==> config.mk <==
export PLATFORM = sky130hd
export DESIGN_NAME = cascaded_dual_8bit_timer
export DESIGN_NICKNAME = d
export VERILOG_FILES = /design/src/timer_pkg.sv /design/src/timer_link_if.sv /design/src/timer_channel.sv /design/src/cascaded_dual_8bit_timer.sv
export SDC_FILE = /design/constraint.sdc
export NUM_CORES = 1
export LEC_CHECK = 0
export BUFFER_PORTS_ARGS = -buffer_cell sky130_fd_sc_hd__buf_2
export CELL_PAD_IN_SITES_DETAIL_PLACEMENT = 0
export CELL_PAD_IN_SITES_GLOBAL_PLACEMENT = 1
export CORE_AREA = 2 2 110 112
export CTS_BUF_LIST = sky130_fd_sc_hd__clkbuf_4
export DETAILED_ROUTE_END_ITERATION = 12
export DIE_AREA = 0 0 112 114
export PLACE_DENSITY = 0.87
export SLEW_MARGIN = 20
export SYNTH_ARGS = -nofsm -noshare
export SYNTH_HDL_FRONTEND = slang
export SYNTH_HIERARCHICAL = 1
export SYNTH_SLANG_ARGS = --single-unit
==> constraint.sdc <==
create_clock -name clock -period 9.26 [get_ports clock]
set_input_delay 1.852 -clock clock [delete_from_list [all_inputs] [get_ports clock]]
set_output_delay 1.852 -clock clock [all_outputs]
set_load 0.01 [all_outputs]
==> src/timer_pkg.sv <==
`default_nettype none
package timer_pkg;
  // mode control field positions
  localparam int MODE_TOE_BIT = 0;
  localparam int MODE_ACT_BIT = 1;
  localparam int MODE_LVR_BIT = 2;
  localparam int MODE_LVS_BIT = 3;
  localparam int MODE_CASCADE_BIT = 4;
  localparam int MODE_PWM_BIT = 6;
  localparam logic [7:0] COUNT_MAX = 8'hFF;
  localparam logic [7:0] COUNT_PRE_MAX = 8'hFE;
  localparam logic [7:0] COUNT_RESET = 8'h00;
  localparam logic [7:0] COMPARE_RESET = 8'h00;
  // clock select codes; 2..7 pick clock/2^(sel-1)
  localparam logic [2:0] SEL_EVENT_RISE = 3'h0;
  localparam logic [2:0] SEL_EVENT_FALL = 3'h1;
  localparam int PRESCALE_W = 6;
  localparam logic [PRESCALE_W-1:0] PRESCALE_RESET = 6'h00;
  localparam int CLOCK_PERIOD_NS = 4;
  // count clock phases must exceed two system clocks while reading
  localparam int READ_PHASE_MIN_CYCLES = 2;
endpackage
`default_nettype wire

==> src/timer_link_if.sv <==
`default_nettype none
interface timer_link_if;
  logic run;
  logic tick;
  logic clear;
  logic clear_irq;
  logic cascade;
  logic entry_irq;
  logic [7:0] count;
  logic [7:0] cmp;
  modport ctl(output run, tick, clear, clear_irq, cascade, entry_irq,
              input count, cmp);
  modport chan(input run, tick, clear, clear_irq, cascade, entry_irq,
               output count, cmp);
endinterface
`default_nettype wire

==> src/timer_channel.sv <==
`default_nettype none
module timer_channel
  import timer_pkg::*;
(
  input wire logic clock,
  input wire logic srst,
  timer_link_if.chan lk,
  input wire logic [7:0] mode,
  input wire logic cmp_write,
  input wire logic [7:0] cmp_wdata,
  output logic [7:0] cmp_read,
  output logic [7:0] count_out,
  output logic irq,
  output logic pin
);
  typedef struct packed {
    logic [7:0] count;
    logic [7:0] cmp_active;
    logic [7:0] cmp_written;
    logic pend;
    logic late;
    logic ff;
    logic irq;
    logic pin;
  } chan_state_t;

  chan_state_t st;
  chan_state_t next_st;
  logic pwm;
  logic act_level;
  logic [7:0] inc;
  logic [7:0] new_cmp;

  assign pwm = mode[MODE_PWM_BIT];
  assign act_level = ~mode[MODE_ACT_BIT];
  assign inc = st.count + 8'h01;

  ////////////////////////////////////////////////////////////////
  always_comb
  begin
    next_st = st;
    next_st.irq = 1'b0;
    new_cmp = st.cmp_active;
    if (!lk.run)
    begin
      next_st.count = COUNT_RESET;
      // stopped pwm rests inactive
      if (pwm)
        next_st.ff = ~act_level;
      else if (mode[MODE_LVS_BIT] && !mode[MODE_LVR_BIT])
        next_st.ff = 1'b1;
      else if (mode[MODE_LVR_BIT] && !mode[MODE_LVS_BIT])
        next_st.ff = 1'b0;
    end
    else if (lk.clear)
    begin
      next_st.count = COUNT_RESET;
      next_st.irq = lk.clear_irq;
      if (mode[MODE_ACT_BIT])
        next_st.ff = ~st.ff;
    end
    else if (lk.tick)
    begin
      if (pwm)
      begin
        next_st.count = inc;
        if (st.count == COUNT_MAX)
        begin
          if (st.pend && !st.late)
          begin
            new_cmp = st.cmp_written;
            next_st.pend = 1'b0;
          end
          else if (st.pend)
            next_st.late = 1'b0;
        end
        next_st.cmp_active = new_cmp;
        // active at overflow, off at match
        if (inc == new_cmp)
          next_st.ff = ~act_level;
        else if (st.count == COUNT_MAX)
          next_st.ff = act_level;
      end
      else if (lk.cascade)
      begin
        next_st.count = inc;
        // upper byte still flags its match
        next_st.irq = lk.entry_irq && (inc == st.cmp_active);
      end
      else if (st.count == st.cmp_active)
      begin
        next_st.count = COUNT_RESET;
        next_st.irq = 1'b1;
        if (mode[MODE_ACT_BIT])
          next_st.ff = ~st.ff;
      end
      else
        next_st.count = inc;
    end
    if (cmp_write)
    begin
      next_st.cmp_written = cmp_wdata;
      if (pwm && lk.run)
      begin
        next_st.pend = 1'b1;
        next_st.late = (st.count == COUNT_MAX) ||
                       (lk.tick && st.count == COUNT_PRE_MAX);
      end
      else
      begin
        next_st.cmp_active = cmp_wdata;
        next_st.pend = 1'b0;
        next_st.late = 1'b0;
      end
    end
    next_st.pin = mode[MODE_TOE_BIT] & next_st.ff;
  end

  always_ff @(posedge clock)
  begin
    if (srst)
    begin
      st <= '0;
    end
    else
    begin
      st <= next_st;
    end
  end

  assign lk.count = st.count;
  assign lk.cmp = st.cmp_active;
  assign cmp_read = st.cmp_written;
  assign count_out = st.count;
  assign irq = st.irq;
  assign pin = st.pin;
endmodule
`default_nettype wire

==> src/cascaded_dual_8bit_timer.sv <==
`default_nettype none
module cascaded_dual_8bit_timer
(
  input wire logic clock,
  input wire logic srst,
  input wire logic [7:0] low_timer_mode_control,
  input wire logic [7:0] high_timer_mode_control,
  input wire logic [2:0] low_clock_select,
  input wire logic [2:0] high_clock_select,
  input wire logic low_count_enable,
  input wire logic high_count_enable,
  input wire logic low_event_input_pin,
  input wire logic high_event_input_pin,
  input wire logic low_compare_write,
  input wire logic [7:0] low_compare_wdata,
  input wire logic high_compare_write,
  input wire logic [7:0] high_compare_wdata,
  input wire logic low_count_read,
  input wire logic high_count_read,
  output logic [7:0] low_compare_byte,
  output logic [7:0] high_compare_byte,
  output logic [7:0] low_count_byte,
  output logic [7:0] high_count_byte,
  output logic low_match_interrupt,
  output logic high_match_interrupt,
  output logic low_timer_output_pin,
  output logic high_timer_output_pin
);
  import timer_pkg::*;

  typedef struct packed {
    logic [timer_pkg::PRESCALE_W-1:0] presc;
    logic [1:0] evt_prev;
    logic [1:0] hold_pend;
  } top_state_t;

  top_state_t st;
  top_state_t next_st;
  timer_link_if lo();
  timer_link_if hi();
  logic cascade;
  logic [1:0] raw;
  logic [1:0] read;
  logic [1:0] held_tick;
  logic match16;

  function automatic logic pick(input logic [2:0] sel,
                                input logic [PRESCALE_W-1:0] p,
                                input logic evt, input logic prev);
    logic hit;
    hit = 1'b0;
    if (sel == SEL_EVENT_RISE)
      hit = evt & ~prev;
    else if (sel == SEL_EVENT_FALL)
      hit = ~evt & prev;
    else
      hit = &(p | ~((PRESCALE_W'(1) << (sel - 3'h1)) - PRESCALE_W'(1)));
    return hit;
  endfunction

  ////////////////////////////////////////////////////////////////
  // cascade select
  assign cascade = high_timer_mode_control[MODE_CASCADE_BIT];
  assign read = {high_count_read, low_count_read};
  assign raw[0] = pick(low_clock_select, st.presc, low_event_input_pin,
                       st.evt_prev[0]);
  // upper clock select ignored in cascade
  assign raw[1] = cascade ? 1'b0 : pick(high_clock_select, st.presc,
                                        high_event_input_pin, st.evt_prev[1]);
  // a read holds the count edge until the read ends
  assign held_tick = (raw | st.hold_pend) & ~read;

  always_comb
  begin
    next_st.presc = st.presc + PRESCALE_W'(1);
    next_st.evt_prev = {high_event_input_pin, low_event_input_pin};
    next_st.hold_pend = (raw | st.hold_pend) & read;
  end

  always_ff @(posedge clock)
  begin
    if (srst)
    begin
      st <= '0;
    end
    else
    begin
      st <= next_st;
    end
  end

  ////////////////////////////////////////////////////////////////
  // 16-bit match on the low count edge
  assign match16 = cascade && held_tick[0] && lo.run &&
                   lo.count == lo.cmp && hi.count == hi.cmp;

  assign lo.run = low_count_enable;
  assign lo.tick = held_tick[0];
  assign lo.clear = match16;
  assign lo.clear_irq = 1'b1;
  assign lo.cascade = cascade;
  assign lo.entry_irq = 1'b0;

  // lower enable runs and zeroes both
  assign hi.run = cascade ? low_count_enable : high_count_enable;
  // upper steps on each lower wrap
  assign hi.tick = cascade ? (held_tick[0] && lo.count == COUNT_MAX &&
                              !match16) : held_tick[1];
  assign hi.clear = match16;
  assign hi.clear_irq = 1'b0;
  assign hi.cascade = cascade;
  assign hi.entry_irq = 1'b1;

  timer_channel u_low (
    .clock(clock),
    .srst(srst),
    .lk(lo),
    .mode(low_timer_mode_control),
    .cmp_write(low_compare_write),
    .cmp_wdata(low_compare_wdata),
    .cmp_read(low_compare_byte),
    .count_out(low_count_byte),
    .irq(low_match_interrupt),
    .pin(low_timer_output_pin)
  );

  timer_channel u_high (
    .clock(clock),
    .srst(srst),
    .lk(hi),
    .mode(high_timer_mode_control),
    .cmp_write(high_compare_write),
    .cmp_wdata(high_compare_wdata),
    .cmp_read(high_compare_byte),
    .count_out(high_count_byte),
    .irq(high_match_interrupt),
    .pin(high_timer_output_pin)
  );
endmodule
`default_nettype wire

; Yosys cells after proc, flatten, opt, wreduce, memory -nomap -nowiden
; Index checks and enable logic that the tools add are counted.
[word_totals]
reg_bits = 68
output_inout_bits = 36
[op_classes]
addsub = 7
eq_ne = 15
n_shift = 2
n_mux = 81
bitwise = 25
reduce_logical = 49
[ops]
columns = cell, count
row1 = $mux 8, 28
row2 = $eq 8x8->1, 5
row3 = $mux 18, 2
row4 = $mux 1, 35
row5 = $eq 8x8->1 const B, 4
row6 = $mux 2, 14
row7 = $reduce_and 6->1, 4
row8 = $reduce_bool 2->1, 12
row9 = $add 8x1->8 const B, 2
row10 = $logic_and 1x1->1, 16
row11 = $reduce_and 7->1, 2
row12 = $not 6->6, 2
row13 = $or 6x6->6, 2
row14 = $shl 1x3->6 const A, 2
row15 = $sub 6x1->6 const B, 2
row16 = $not 1->1, 11
row17 = $mux 4, 2
row18 = $ne 2x2->1 const B, 4
row19 = $logic_not 1->1, 7
row20 = $add 6x1->6 const B, 1
row21 = $and 1x1->1, 6
row22 = $eq 3x1->1 const B, 2
row23 = $logic_not 3->1, 2
row24 = $reduce_or 3->1, 2
row25 = 7 further kinds, 10

; Logic depth before layout (Yosys ltp)
; Gate-level depths: netlist of the first run.
[depth]
word_depth = 28
ltp_mapped = 19

; Hierarchy
; The synthesis of the first run kept the hierarchy.
[modules_own_cells]
columns = module, n_inst, cells_each, area_per_inst_um2
row1 = timer_channel, 2, 262, 2080.7
row2 = cascaded_dual_8bit_timer, 1, 127, 980.9

; Worst setup path before layout of the first run
; Ideal clock, no wire load.
[synth_timing]
kind = in2reg
start = input port low_clock_select[0]
end = register u_high.st, in the netlist u_high/lk.cmp[2]
setup_time_ns = 0.092
t_arrival_ns = 4.969
path_slack_ns = 4.199
cell_stages = 19
path_buffers = 2
path_cell_list = nor2_1 -> ha_1 -> clkbuf_1 -> nand3b_1 -> ha_1 -> o22a_1 -> o21ai_0 -> a211oi_1 -> a31oi_1 -> o21a_1 -> o31ai_1 -> nand2b_1 -> nor2_1 -> nand2_1 -> or2_2 -> clkbuf_1 -> nand2_1 -> nor2_1 -> nor4_1
[synth_between]
elab_chain_len = 22
word_cells_on_any_way = 25
[synth_rtl]
columns = element, line
row1 = start: declaration, cascaded_dual_8bit_timer.sv:8  ; input wire logic [2:0] low_clock_select,
row2 = $sub 3x1->3, cascaded_dual_8bit_timer.sv:57  ; hit = &(p | ~((PRESCALE_W'(1) << (sel - 3'h1)) - PRESCALE_W'(1)));
row3 = $shl 1x3->6, cascaded_dual_8bit_timer.sv:57
row4 = $sub 6x1->6, cascaded_dual_8bit_timer.sv:57
row5 = $not 6->6, cascaded_dual_8bit_timer.sv:57
row6 = $or 6x6->6, cascaded_dual_8bit_timer.sv:57
row7 = $reduce_and 6->1, cascaded_dual_8bit_timer.sv:57
row8 = $mux 1, cascaded_dual_8bit_timer.sv:54  ; else if (sel == SEL_EVENT_FALL)
row9 = $mux 1 *, cascaded_dual_8bit_timer.sv:52  ; if (sel == SEL_EVENT_RISE)
row10 = (+7 left out), -
row11 = $logic_and 1x1->1 *, cascaded_dual_8bit_timer.sv:107  ; assign hi.tick = cascade ? (held_tick[0] && lo.count == COUNT_MAX &&
row12 = $mux 1 *, cascaded_dual_8bit_timer.sv:107
row13 = via hi.tick, timer_link_if.sv:4  ; logic tick;
row14 = $mux 8 *, timer_channel.sv:62  ; else if (lk.tick)
row15 = $mux 8 *, timer_channel.sv:55  ; else if (lk.clear)
row16 = $mux 8 *, timer_channel.sv:44  ; if (!lk.run)
row17 = $mux 8, timer_channel.sv:103  ; if (pwm && lk.run)
row18 = $mux 18 *, timer_channel.sv:100  ; if (cmp_write)
row19 = end signal: assignment, timer_channel.sv:127  ; st <= next_st;
row20 = end: declaration, timer_channel.sv:27  ; chan_state_t st;
; Mark *: on every way through the listed nets, which the timed path passes. The rest lies on a longest branch.
; A chain may end at the register's enable or synchronous reset.

; Final worst setup path of the first run
[layout_timing]
start = input port low_clock_select[0]
end = register u_high.st, in the netlist u_high/irq
[layout_between]
elab_chain_len = 19
word_cells_on_any_way = 22
[layout_rtl]
columns = element, line
row1 = $sub 3x1->3, cascaded_dual_8bit_timer.sv:57
row2 = $shl 1x3->6, cascaded_dual_8bit_timer.sv:57
row3 = $sub 6x1->6, cascaded_dual_8bit_timer.sv:57
row4 = $not 6->6, cascaded_dual_8bit_timer.sv:57
row5 = $or 6x6->6, cascaded_dual_8bit_timer.sv:57
row6 = $reduce_and 6->1, cascaded_dual_8bit_timer.sv:57
row7 = $mux 1, cascaded_dual_8bit_timer.sv:54
row8 = $mux 1 *, cascaded_dual_8bit_timer.sv:52
row9 = (+2 left out), -
row10 = $logic_and 1x1->1 (3 in a row), cascaded_dual_8bit_timer.sv:94  ; assign match16 = cascade && held_tick[0] && lo.run &&
row11 = $logic_and 1x1->1, cascaded_dual_8bit_timer.sv:95  ; lo.count == lo.cmp && hi.count == hi.cmp;
row12 = $logic_not 1->1, cascaded_dual_8bit_timer.sv:108  ; !match16) : held_tick[1];
row13 = $logic_and 1x1->1 *, cascaded_dual_8bit_timer.sv:107
row14 = $mux 1 *, cascaded_dual_8bit_timer.sv:107
row15 = via hi.tick, timer_link_if.sv:4
row16 = $not 1->1 (no line) *, -
row17 = $reduce_or 5->1 (no line) *, -
; Marks and branches as above.

==> flow_summary.toml, run 1 <==
[synth]
syn_area_per_cell_um2 = 7.90
synth-edff-count = 0
synthDistinctLibCells = 60
syn_inst = 651
syn-cell-area_um2 = 5140
ys_ff_latch = 68
yosysWarningCount = 6
synth_ff_type = "dfxtp_1"
yosysSeqAreaShare = 0.265
ys_async_sr_fraction = 0

[drt]
vias = 4558
route.met3.wl_um = 865
routed_wl_um = 12800
topRoutingLayerUsed = "met4"
drc = 0
first_pass_iters = 5
wire_per_inst_um = 15.8
met1_length_um = 5940
drtIter0Drc = 265
ant_nets = 0
met2_length_um = 5740
routed_via_density = 5.63

[cts]
insertion_delay_ns = 0.43
clk_pin_slew_ns = 0.10
htree_levels = 3
cts_repair_resize_count = 0
cts-root-buf = "clkbuf_4"
clock_path_buffers = 2
cts_tree = "built"
cts_sinks = 68
cts-hold-fix-buffers = 0
cts_setup_buffers = 0
cts_buffers = 9

[worst_setup_path]
reg2reg_depth = 12
r2r_start = "st[7]$_SDFF_PP0_"
crit_type = "in2reg"
critPathMaxFanout = 8
cp.arrival_ns = 5.67
cp-start-kind = "input port"
reg2reg_setup_slack_ns = 5.90
worstSetupEndpoint = "u_high/irq$_SDFF_PP0_"
endpoint_kind = "flip-flop"
worst-endpoint-required_ns = 9.62
startpoint = "low_clock_select[0]"
r2r_end = "u_high/irq$_SDFF_PP0_"

[power_and_ir_drop]
p_int_mw = 0.409
p_sw_mw = 0.187
power.share.switching = 0.314
combPwrFrac = 0.203
vdd_drop_max_mv = 0.0705
p_leak_nw = 2.18
pwr-share-clk = 0.253
power.density_nw_per_um2 = 113
seqPwrFrac = 0.544

[placed_design]
place_congestion = 0.862
portBuffers = 78
post-place-ws_ns = 3.46
dpl.hpwl_um = 9570

[worst_hold_path]
worstHoldPathType = "reg2reg"

[timing]
worst_slack_ns = 3.95
fin_worst_skew_ns = 0.0124
finalCriticalPeriod_ns = 5.31
final.setup.tns_ns = 0
whs_ns = 0.492
max_freq_mhz = 188
drv_slew = 0
hold_viol = 0
worst_pin_slew_ns = 0.794
finalCritPeriodShare = 0.574
maxSlewHeadroom = 0.467
rsz0062_at_grt = "no"
setup_viol = 0

[run_status]
outcome = "completed"

[global_route]
grtUsageTotal = 0.204
grt_pass1_vias = 4408
grt_max_degree = 53
grt_first_pass_wirelength_um = 21300
overflow = 0
antenna_found_initial = 1

[final_layout]
nNetsFinal = 716
area_growth_pct = 2.26
drive_above_1_share = 0.171

[die]
num_io_pins = 84
die_area_um2 = 12800
core_area_um2 = 11700
die_width_um = 112
die_y_um = 114
initial_core_util = 0.439
rows = 40

[run]
max_cap_violations = 0
worst max-delay path: stages:
cell       delay, ns
buf_2           0.12
nor2_1          0.05
ha_1            0.42
nand3b_1        0.12
ha_1            0.28
o22a_1          0.10
o21ai_0         0.07
a211oi_1        0.21
a31oi_1         0.12
o21a_1          0.22
o31ai_1         0.59
inv_1           0.32
nor4_1          0.36
nand2_1         0.08
a2111oi_0       0.37
o2111ai_1       0.21
nand3_1         0.15
cells in the final DEF (no fill, tap or decap), types with 5 or more instances in the layout:
cell	count
nor2_1	108
buf_2	78
dfxtp_1	68
xnor2_1	44
a21oi_1	37
mux2i_1	36
nand2_1	29
xor2_1	26
nor4_1	24
nand3_1	22
inv_1	16
nand2b_1	11
nand4_1	11
o21ai_0	10
nor2b_1	9
ha_1	9
clkbuf_4	9
nor3_1	8
and3_1	8
a31oi_1	7
nor3b_1	6
and2_1	6
o211ai_1	5
a211o_1	5
how the worst min path moves through the flow:
stage                     slack, ns  depth (start not counted)               end             start
after global routing           0.52                          2  st[1]$_SDFF_PP0_  st[1]$_SDFF_PP0_
after CTS                      0.50                          2  st[1]$_SDFF_PP0_  st[1]$_SDFF_PP0_
after global placement         0.46                          2  st[1]$_SDFF_PP0_  st[1]$_SDFF_PP0_
after floorplan                0.45                          2  st[1]$_SDFF_PP0_  st[1]$_SDFF_PP0_
after detailed placement       0.48                          2  st[1]$_SDFF_PP0_  st[1]$_SDFF_PP0_
final                          0.49                          2  st[1]$_SDFF_PP0_  st[1]$_SDFF_PP0_
through the flow:
| step | area, um2 | cells | utilization | total power, mW |
|---|---|---|---|---|
| after floorplan | 5150 | 653 | - | 0.423 |
| after global placement | 5170 | 795 | 0.441 | 0.446 |
| after detailed placement | 5170 | 795 | 0.441 | 0.450 |
| after CTS | 5260 | 808 | 0.449 | 0.602 |
| after global routing | 5260 | 809 | 0.449 | 0.634 |
| final | 5260 | 809 | 0.449 | 0.595 |
Yosys cell counts, drive strengths merged (2+ instances only):
master / number / share of area
nor2: 108 / 0.079
buf: 74 / 0.10
dfxtp: 68 / 0.26
xnor2: 46 / 0.081
a21oi: 37 / 0.036
mux2i: 36 / 0.070
nand2: 29 / 0.021
nor4: 26 / 0.034
xor2: 26 / 0.044
nand3: 24 / 0.025
inv: 16 / 0.012
nand4: 13 / 0.022
o21ai: 12 / 0.012
nand2b: 11 / 0.013
clkbuf: 10 / 0.0073
nor3: 10 / 0.014
ha: 9 / 0.022
nor2b: 9 / 0.011
and3: 8 / 0.0097
a31oi: 7 / 0.0085
and2: 6 / 0.0073
nor3b: 6 / 0.0088
or2: 6 / 0.0073
a2111oi: 5 / 0.0097
a211o: 5 / 0.0085
o211ai: 5 / 0.0073
nand3b: 3 / 0.0044
nand4b: 3 / 0.0051
o311ai: 3 / 0.0051
a21o: 2 / 0.0029
a2bb2oi: 2 / 0.0034
a32oi: 2 / 0.0034
and2b: 2 / 0.0032
conb: 2 / 0.0015
mux2: 2 / 0.0044
o2111ai: 2 / 0.0034
or2b: 2 / 0.0029
or3: 2 / 0.0024
or3b: 2 / 0.0034
or4: 2 / 0.0029
power by group through the flow:
stage	combinational, mW	clock, mW	sequential (mW)
finish	0.121	0.151	0.324
global route	0.135	0.172	0.327
CTS	0.120	0.157	0.324
detailed placement	0.119	0	0.331
global placement	0.115	0	0.331
floorplan	0.0978	0	0.325
state kept, by name (all words and copies together) (netlist names), 3 cells and up:
name,flops
u_low/cmp_read,8
u_high/st,3
u_high/cmp_read,8
u_low/st,3
u_low/count_out,8
u_high/lk.cmp,8
u_low/lk.cmp,8
u_high/count_out,8
st,10
cell families (layout without fill, tap and decap cells):
logic type	Yosys count	count (layout)	synth area share
muxes	38	38	0.0745
buffers and inverters	100	108	0.121
adders and majority gates	9	9	0.0219
DFF	68	68	0.265
AOI/OAI and AO/OA	89	89	0.112
xor gates and xnor gates	72	72	0.126
other	2	5	0.00146
and+or+nand+nor	273	273	0.279
final cells by class:
class	instances	area, um2
Tap cell	147	184
Clock inverter	4	20.0
Clock buffer	9	67.6
Antenna cell	1	2.50
Multi-Input combinational cell	485	3170
Fill cell	1241	6450
Timing Repair Buffer	79	398
Inverter	16	60.1
Sequential cell	68	1360
per-layer routing:
metal | track usage | vias to the layer above
met3 | 0.0473 | 19
met4 | 0.0715 | 0
met5 | 0 | -
met2 | 0.323 | 152
li1 | - | 2222
met1 | 0.276 | 2165
Note: power is estimated with default switching activity, not from simulation.
==> run 2, diff against run 1 <==
--- a/config.mk
+++ b/config.mk
@@ -5,14 +5,15 @@
 export SDC_FILE = /design/constraint.sdc
 export NUM_CORES = 1
 export LEC_CHECK = 0
+export ABC_AREA = 1
 export BUFFER_PORTS_ARGS = -buffer_cell sky130_fd_sc_hd__buf_2
 export CELL_PAD_IN_SITES_DETAIL_PLACEMENT = 0
 export CELL_PAD_IN_SITES_GLOBAL_PLACEMENT = 1
-export CORE_AREA = 2 2 110 112
+export CORE_AREA = 2 2 121 123
 export CTS_BUF_LIST = sky130_fd_sc_hd__clkbuf_4
 export DETAILED_ROUTE_END_ITERATION = 12
-export DIE_AREA = 0 0 112 114
-export PLACE_DENSITY = 0.87
+export DIE_AREA = 0 0 123 125
+export PLACE_DENSITY = 0.84
 export SLEW_MARGIN = 20
 export SYNTH_ARGS = -nofsm -noshare
 export SYNTH_HDL_FRONTEND = slang
==> constraint.sdc (replaced) <==
create_clock -name clock -period 4.9 [get_ports clock]
set_input_delay 0.98 -clock clock [delete_from_list [all_inputs] [get_ports clock]]
set_output_delay 0.98 -clock clock [all_outputs]
set_load 0.01 [all_outputs]
==> run 2 against run 1 <==
Clock skew decreased by 0.0015 ns. Routed wire length up 16%. Clock-buffer cell count is 3 higher. Die area grew 20%. Non-clock buffer count up 2. Clock power up 150%. Cell area grew 12%. Via count grew 22%. Synthesized cell count up 45%.
==> flow_summary.toml, run 2 <==
[synth]
syn_area_per_cell_um2 = 6.01
synth_most_common_cell = "nand2_1"
synth-edff-count = 0
synthTopCellsByArea = "dfxtp_1, nand2_1, inv_1"
synth-adder-area-share = 0.0199
muxShareOfSynthArea = 0
synth_top_area_cell = "dfxtp_1"
yosysWarningCount = 6
syn-cell-area_um2 = 5670
yosysSeqAreaShare = 0.240
synth.top_cells.by_count = "nand2_1, inv_1, nand3_1, nor2_1, dfxtp_1"
synth-compound-area-share = 0.132
synthXorXnorAreaFrac = 0.0325
syn_inst = 943
synth_ff_type = "dfxtp_1"
ys_async_sr_fraction = 0
synth_top_family_by_area = "simple AND/OR/NAND/NOR gates"
ys_ff_latch = 68
yosysTopAreaCellShare = 0.240
synthDistinctLibCells = 41
synth-simple-area-share = 0.377

[worst_setup_path]
reg2reg_setup_slack_ns = 2.11
slowest_stage = "ha_1"
reg2reg_depth = 19
crit_type = "in2reg"
critPathMaxFanout = 11
cp.arrival_ns = 4.18
critPathBufInv = 7
r2r_end = "u_high/lk.cmp[3]$_SDFF_PP0_"
worst-endpoint-required_ns = 5.24
r2r_start = "u_low/count_out[5]$_SDFFE_PP0P_"
endpoint_kind = "flip-flop"
cp_common_cell = "nor2_1"
cp_top_family = "simple AND/OR/NAND/NOR gates"
cp-start-kind = "input port"
cp_slowest_stage_delay_ns = 0.39

[drt]
drtIter0Drc = 404
routed_via_density = 4.87
drc = 0
vias = 5570
first_pass_iters = 5
routed_wl_um = 14800
ant_nets = 0
wire_per_inst_um = 12.9

[final_layout]
multi_input_area_um2 = 3190
register_area_um2 = 1360
area_growth_pct = 3.71
top_register = "st"
final_cell_mix = "nand2_1, inv_1, nand3_1"
largest_reg_flops = 10
instances_no_fill = 1144
nNetsFinal = 1012
final_common_cell = "nand2_1"
drive_above_1_share = 0.149
fillers = 1607

[timing]
fin_worst_skew_ns = 0.0109
max_freq_mhz = 261
rsz0062_at_grt = "no"
worst_slack_ns = 1.07
hold_viol = 0
worst_pin_slew_ns = 0.533
final.setup.tns_ns = 0
finalCriticalPeriod_ns = 3.83
setup_viol = 0
finalCritPeriodShare = 0.782
drv_slew = 0
maxSlewHeadroom = 0.644

[global_route]
overflow = 0
grt_max_degree = 19
grt_pass1_vias = 5101
grtUsageTotal = 0.201
antenna_found_initial = 1
grt_first_pass_wirelength_um = 24900

[worst_hold_path]
min_from = "st[1]$_SDFF_PP0_"
worstHoldPathType = "reg2reg"
min_path_cells = 2
hold_end = "st[1]$_SDFF_PP0_"

[run_status]
outcome = "completed"

[die]
die_width_um = 123
initial_core_util = 0.399
die_y_um = 125
die_area_um2 = 15400
num_io_pins = 84
rows = 44
core_area_um2 = 14200

[cts]
cts_sinks = 68
insertion_delay_ns = 0.45
cts-hold-fix-buffers = 0
clock_path_buffers = 2
htree_levels = 3
cts_buffers = 9
cts-root-buf = "clkbuf_4"
cts_tree = "built"
clk_pin_slew_ns = 0.11
cts_repair_resize_count = 0
cts_setup_buffers = 0

[power_and_ir_drop]
power.share.switching = 0.322
p_int_mw = 0.851
pwr-share-clk = 0.298
vdd_drop_max_mv = 0.165
combPwrFrac = 0.215
p_sw_mw = 0.405
p_leak_nw = 3.03
power.density_nw_per_um2 = 214
seqPwrFrac = 0.487

[placed_design]
place_congestion = 0.884
portBuffers = 78
dpl.hpwl_um = 11500
post-place-ws_ns = 0.641
dp.cells = 1128

[run]
max_cap_violations = 0
-- run 2: cell type report --
| cell class | count | share of cell area |
|---|---|---|
| clock inverter | 3 | 0.00660 |
| multi-input combinational | 649 | 0.543 |
| clock buffer | 12 | 0.0153 |
| timing repair buffer | 81 | 0.0703 |
| antenna | 1 | 0.000426 |
| tap | 184 | 0.0392 |
| inverter | 146 | 0.0933 |
| sequential | 68 | 0.232 |
-- run 2: worst max path at each step --
stage	startpoint	end	slack, ns	cells past startpoint
after floorplan	high_clock_select[1]	u_high/st[3]$_SDFFE_PP0P_	1.08	26
after global placement	low_clock_select[0]	u_low/lk.cmp[3]$_SDFF_PP0_	0.63	25
after detailed placement	low_clock_select[0]	u_low/lk.cmp[3]$_SDFF_PP0_	0.64	25
after CTS	low_clock_select[0]	u_low/lk.cmp[3]$_SDFF_PP0_	1.12	25
after global routing	low_clock_select[1]	u_low/lk.cmp[3]$_SDFF_PP0_	0.73	25
final	low_clock_select[0]	u_low/lk.cmp[3]$_SDFF_PP0_	1.07	25
-- run 2: worst min-delay path, delay by kind of cell, from the launching register on --
| family | cells | cell delay (ns) |
|---|---|---|
| buffers and inverters | 1 | 0.06 |
| AOI/OAI and AO/OA | 1 | 0.06 |
| DFF | 1 | 0.31 |
-- run 2: metal layers --
| layer | vias up | track usage | routed length [um] |
|---|---|---|---|
| li1 | 2961 | - | - |
| met1 | 2467 | 0.261 | 6850 |
| met2 | 121 | 0.331 | 6930 |
| met3 | 21 | 0.0479 | 763 |
| met4 | 0 | 0.0561 | 272 |
| met5 | - | 0 | 0 |
-- run 2: through the flow --
| step | hold WS [ns] | utilization | area [um2] | total power [mW] |
|---|---|---|---|---|
| 4_1_cts | 0.461 | 0.414 | 5870 | 1.28 |
| 2_1_floorplan | 0.431 | - | 5670 | 0.833 |
| 5_1_grt | 0.504 | 0.414 | 5880 | 1.35 |
| 3_3_place_gp | 0.443 | 0.405 | 5750 | 0.892 |
| 3_5_place_dp | 0.444 | 0.405 | 5750 | 0.893 |
| 6_report | 0.456 | 0.414 | 5880 | 1.26 |
-- run 2: cell families (layout without fill, tap and decap cells) --
logic type / count (synthesis) / in the layout
and+or+nand+nor: 490 / 490
buffers and inverters: 228 / 242
AOI/OAI and AO/OA: 125 / 125
DFF: 68 / 68
xor gates and xnor gates: 21 / 21
adders and majority gates: 9 / 9
other: 2 / 5
-- run 2: power groups by stage --
stage | combinational [mW] | sequential (mW) | clock (mW)
6_report | 0.270 | 0.611 | 0.374
2_1_floorplan | 0.219 | 0.614 | 0
4_1_cts | 0.271 | 0.612 | 0.395
3_5_place_dp | 0.269 | 0.624 | 0
5_1_grt | 0.312 | 0.617 | 0.419
3_3_place_gp | 0.267 | 0.624 | 0
==> run 3, diff against run 2 <==
==> constraint.sdc (replaced) <==
create_clock -name clock -period 3.68 [get_ports clock]
set_input_delay 0.736 -clock clock [delete_from_list [all_inputs] [get_ports clock]]
set_output_delay 0.736 -clock clock [all_outputs]
set_load 0.01 [all_outputs]
==> run 3 against run 2 <==
Final cell count is 0.79% higher. Global-route usage is 0.52 points higher. Via count is 1.2% higher. First-iteration DRC count is 5.0% lower. Worst hold slack better by 0.0056 ns. Die area stayed put. Flip-flop and latch count stayed put. Setup slack worse by 0.48 ns. Cell area is 0.94% higher. Core utilization is 0.39 points higher. Non-clock buffer count is 8 higher. Clock-buffer cell count is 1 lower. Critical path type unchanged. Critical endpoint is now u_low/st[3]$_SDFFE_PP0P_. Highest routed layer unchanged.
==> flow_summary.toml, run 3 (same netlist as run 2, synthesis figures left out) <==
[cts]
cts-hold-fix-buffers = 0
cts_tree = "built"
cts-root-buf = "clkbuf_4"
insertion_delay_ns = 0.44
cts_setup_buffers = 0
clock_path_buffers = 2
htree_levels = 3
clk_pin_slew_ns = 0.12
cts_repair_resize_count = 0
cts_buffers = 9
cts_sinks = 68

[final_layout]
largest_reg_flops = 10
final_area_um2 = 5930
nNetsFinal = 1020
top_register = "st"
instances_no_fill = 1153
utilization = 0.418
final_common_cell = "nand2_1"
area_growth_pct = 4.68
drive_above_1_share = 0.157
final_cell_mix = "nand2_1, inv_1, nand3_1"

[placed_design]
place_congestion = 0.885
dpl.hpwl_um = 11700
portBuffers = 78
place_area_um2 = 5820
post-place-ws_ns = 0.0970
dp.cells = 1136

[run]
max_cap_violations = 0

[drt]
wire_per_inst_um = 13.1
routed_wl_um = 15100
vias = 5637
first_pass_iters = 5
routed_via_density = 4.89
ant_nets = 0
drc = 0
drtIter0Drc = 384

[worst_setup_path]
endpoint_kind = "flip-flop"
cp_common_cell = "nor2_1"
crit_type = "in2reg"
critPathMaxFanout = 10
cp-start-kind = "input port"
cp.arrival_ns = 3.41
slowest_stage = "ha_1"
cp_slowest_stage_delay_ns = 0.39
reg2reg_setup_slack_ns = 1.13
worst-endpoint-required_ns = 4.00
cp_cell_sequence = "buf_2 -> nor2_1 -> ha_1 -> nand3_1 -> ha_1 -> nor2_1 -> nor2_1 -> nand3_1 -> nor2_1 -> nand3_1 -> nand2_1 -> nand2_1 -> nand2_2 -> nand2_2 -> inv_1 -> clkinv_1 -> nor2_1 -> inv_1 -> nor2_1 -> buf_4 -> nand3_1 -> a32oi_1 -> a211oi_1"

[timing]
setup_viol = 0
worst_pin_slew_ns = 0.546
maxSlewHeadroom = 0.635
final.setup.tns_ns = 0
whs_ns = 0.462
hold_viol = 0
max_freq_mhz = 323
drv_slew = 0
finalCriticalPeriod_ns = 3.09
worst_slack_ns = 0.588
fin_worst_skew_ns = 0.0137
finalCritPeriodShare = 0.840
rsz0062_at_grt = "no"

[global_route]
grtUsageTotal = 0.206
grt_pass1_vias = 5244
grt_first_pass_wirelength_um = 25600
grt_max_degree = 19
overflow = 0
antenna_found_initial = 1

[die]
die_width_um = 123
die_y_um = 125
die_area_um2 = 15400
num_io_pins = 84
core_area_um2 = 14200
initial_core_util = 0.399
rows = 44

[run_status]
outcome = "completed"

[power_and_ir_drop]
p_leak_nw = 3.06
p_total_mw = 1.62
power.density_nw_per_um2 = 273
vdd_drop_max_mv = 0.261

[worst_hold_path]
worstHoldPathType = "reg2reg"
run 3: changes by cell type in the layout (fill, tap and decap cells not counted), sizes merged:
cell	previous run	this run
bufinv	1	0
clkbuf	12	11
buf	81	89
clkinv	5	6
clkinvlp	0	2
run 3: final timing paths:
kind | start | end | cells after the start
worst max-delay path | low_clock_select[0] | u_low/st[3]$_SDFFE_PP0P_ | 23
worst min-delay path | st[1]$_SDFF_PP0_ | st[1]$_SDFF_PP0_ | 2
worst max register to register | u_high/count_out[1]$_SDFFE_PP0P_ | u_high/st[2]$_SDFF_PP0_ | 16
worst min register to register | st[1]$_SDFF_PP0_ | st[1]$_SDFF_PP0_ | 2
run 3: per-layer routing:
layer,track usage,up-vias,part of all wire
met2,0.350,111,0.48
met4,0.0388,0,0.0086
li1,-,2972,-
met1,0.269,2546,0.47
met5,0,-,0
met3,0.0465,8,0.044
run 3: where the power goes:
| group | switching, mW | total [mW] | internal (mW) |
|---|---|---|---|
| Combinational | 0.224 | 0.366 | 0.141 |
| Sequential | 0.0417 | 0.815 | 0.773 |
| Clock | 0.288 | 0.437 | 0.149 |
| Total | 0.554 | 1.62 | 1.06 |
run 3: layout make-up:
cell class	instances	area, um2
multi-input combinational	649	3190
clock buffer	11	82.6
sequential	68	1360
antenna	1	2.50
tap	184	230
inverter	146	548
clock inverter	5	28.8
timing repair buffer	89	485
fill	1635	8270
run 3: worst max-delay path: cells and delay by family:
kind	cells	cell delay (ns)
adders and majority gates	2	0.68
and+or+nand+nor	14	1.18
buffers and inverters	5	0.58
AOI/OAI and AO/OA	2	0.23
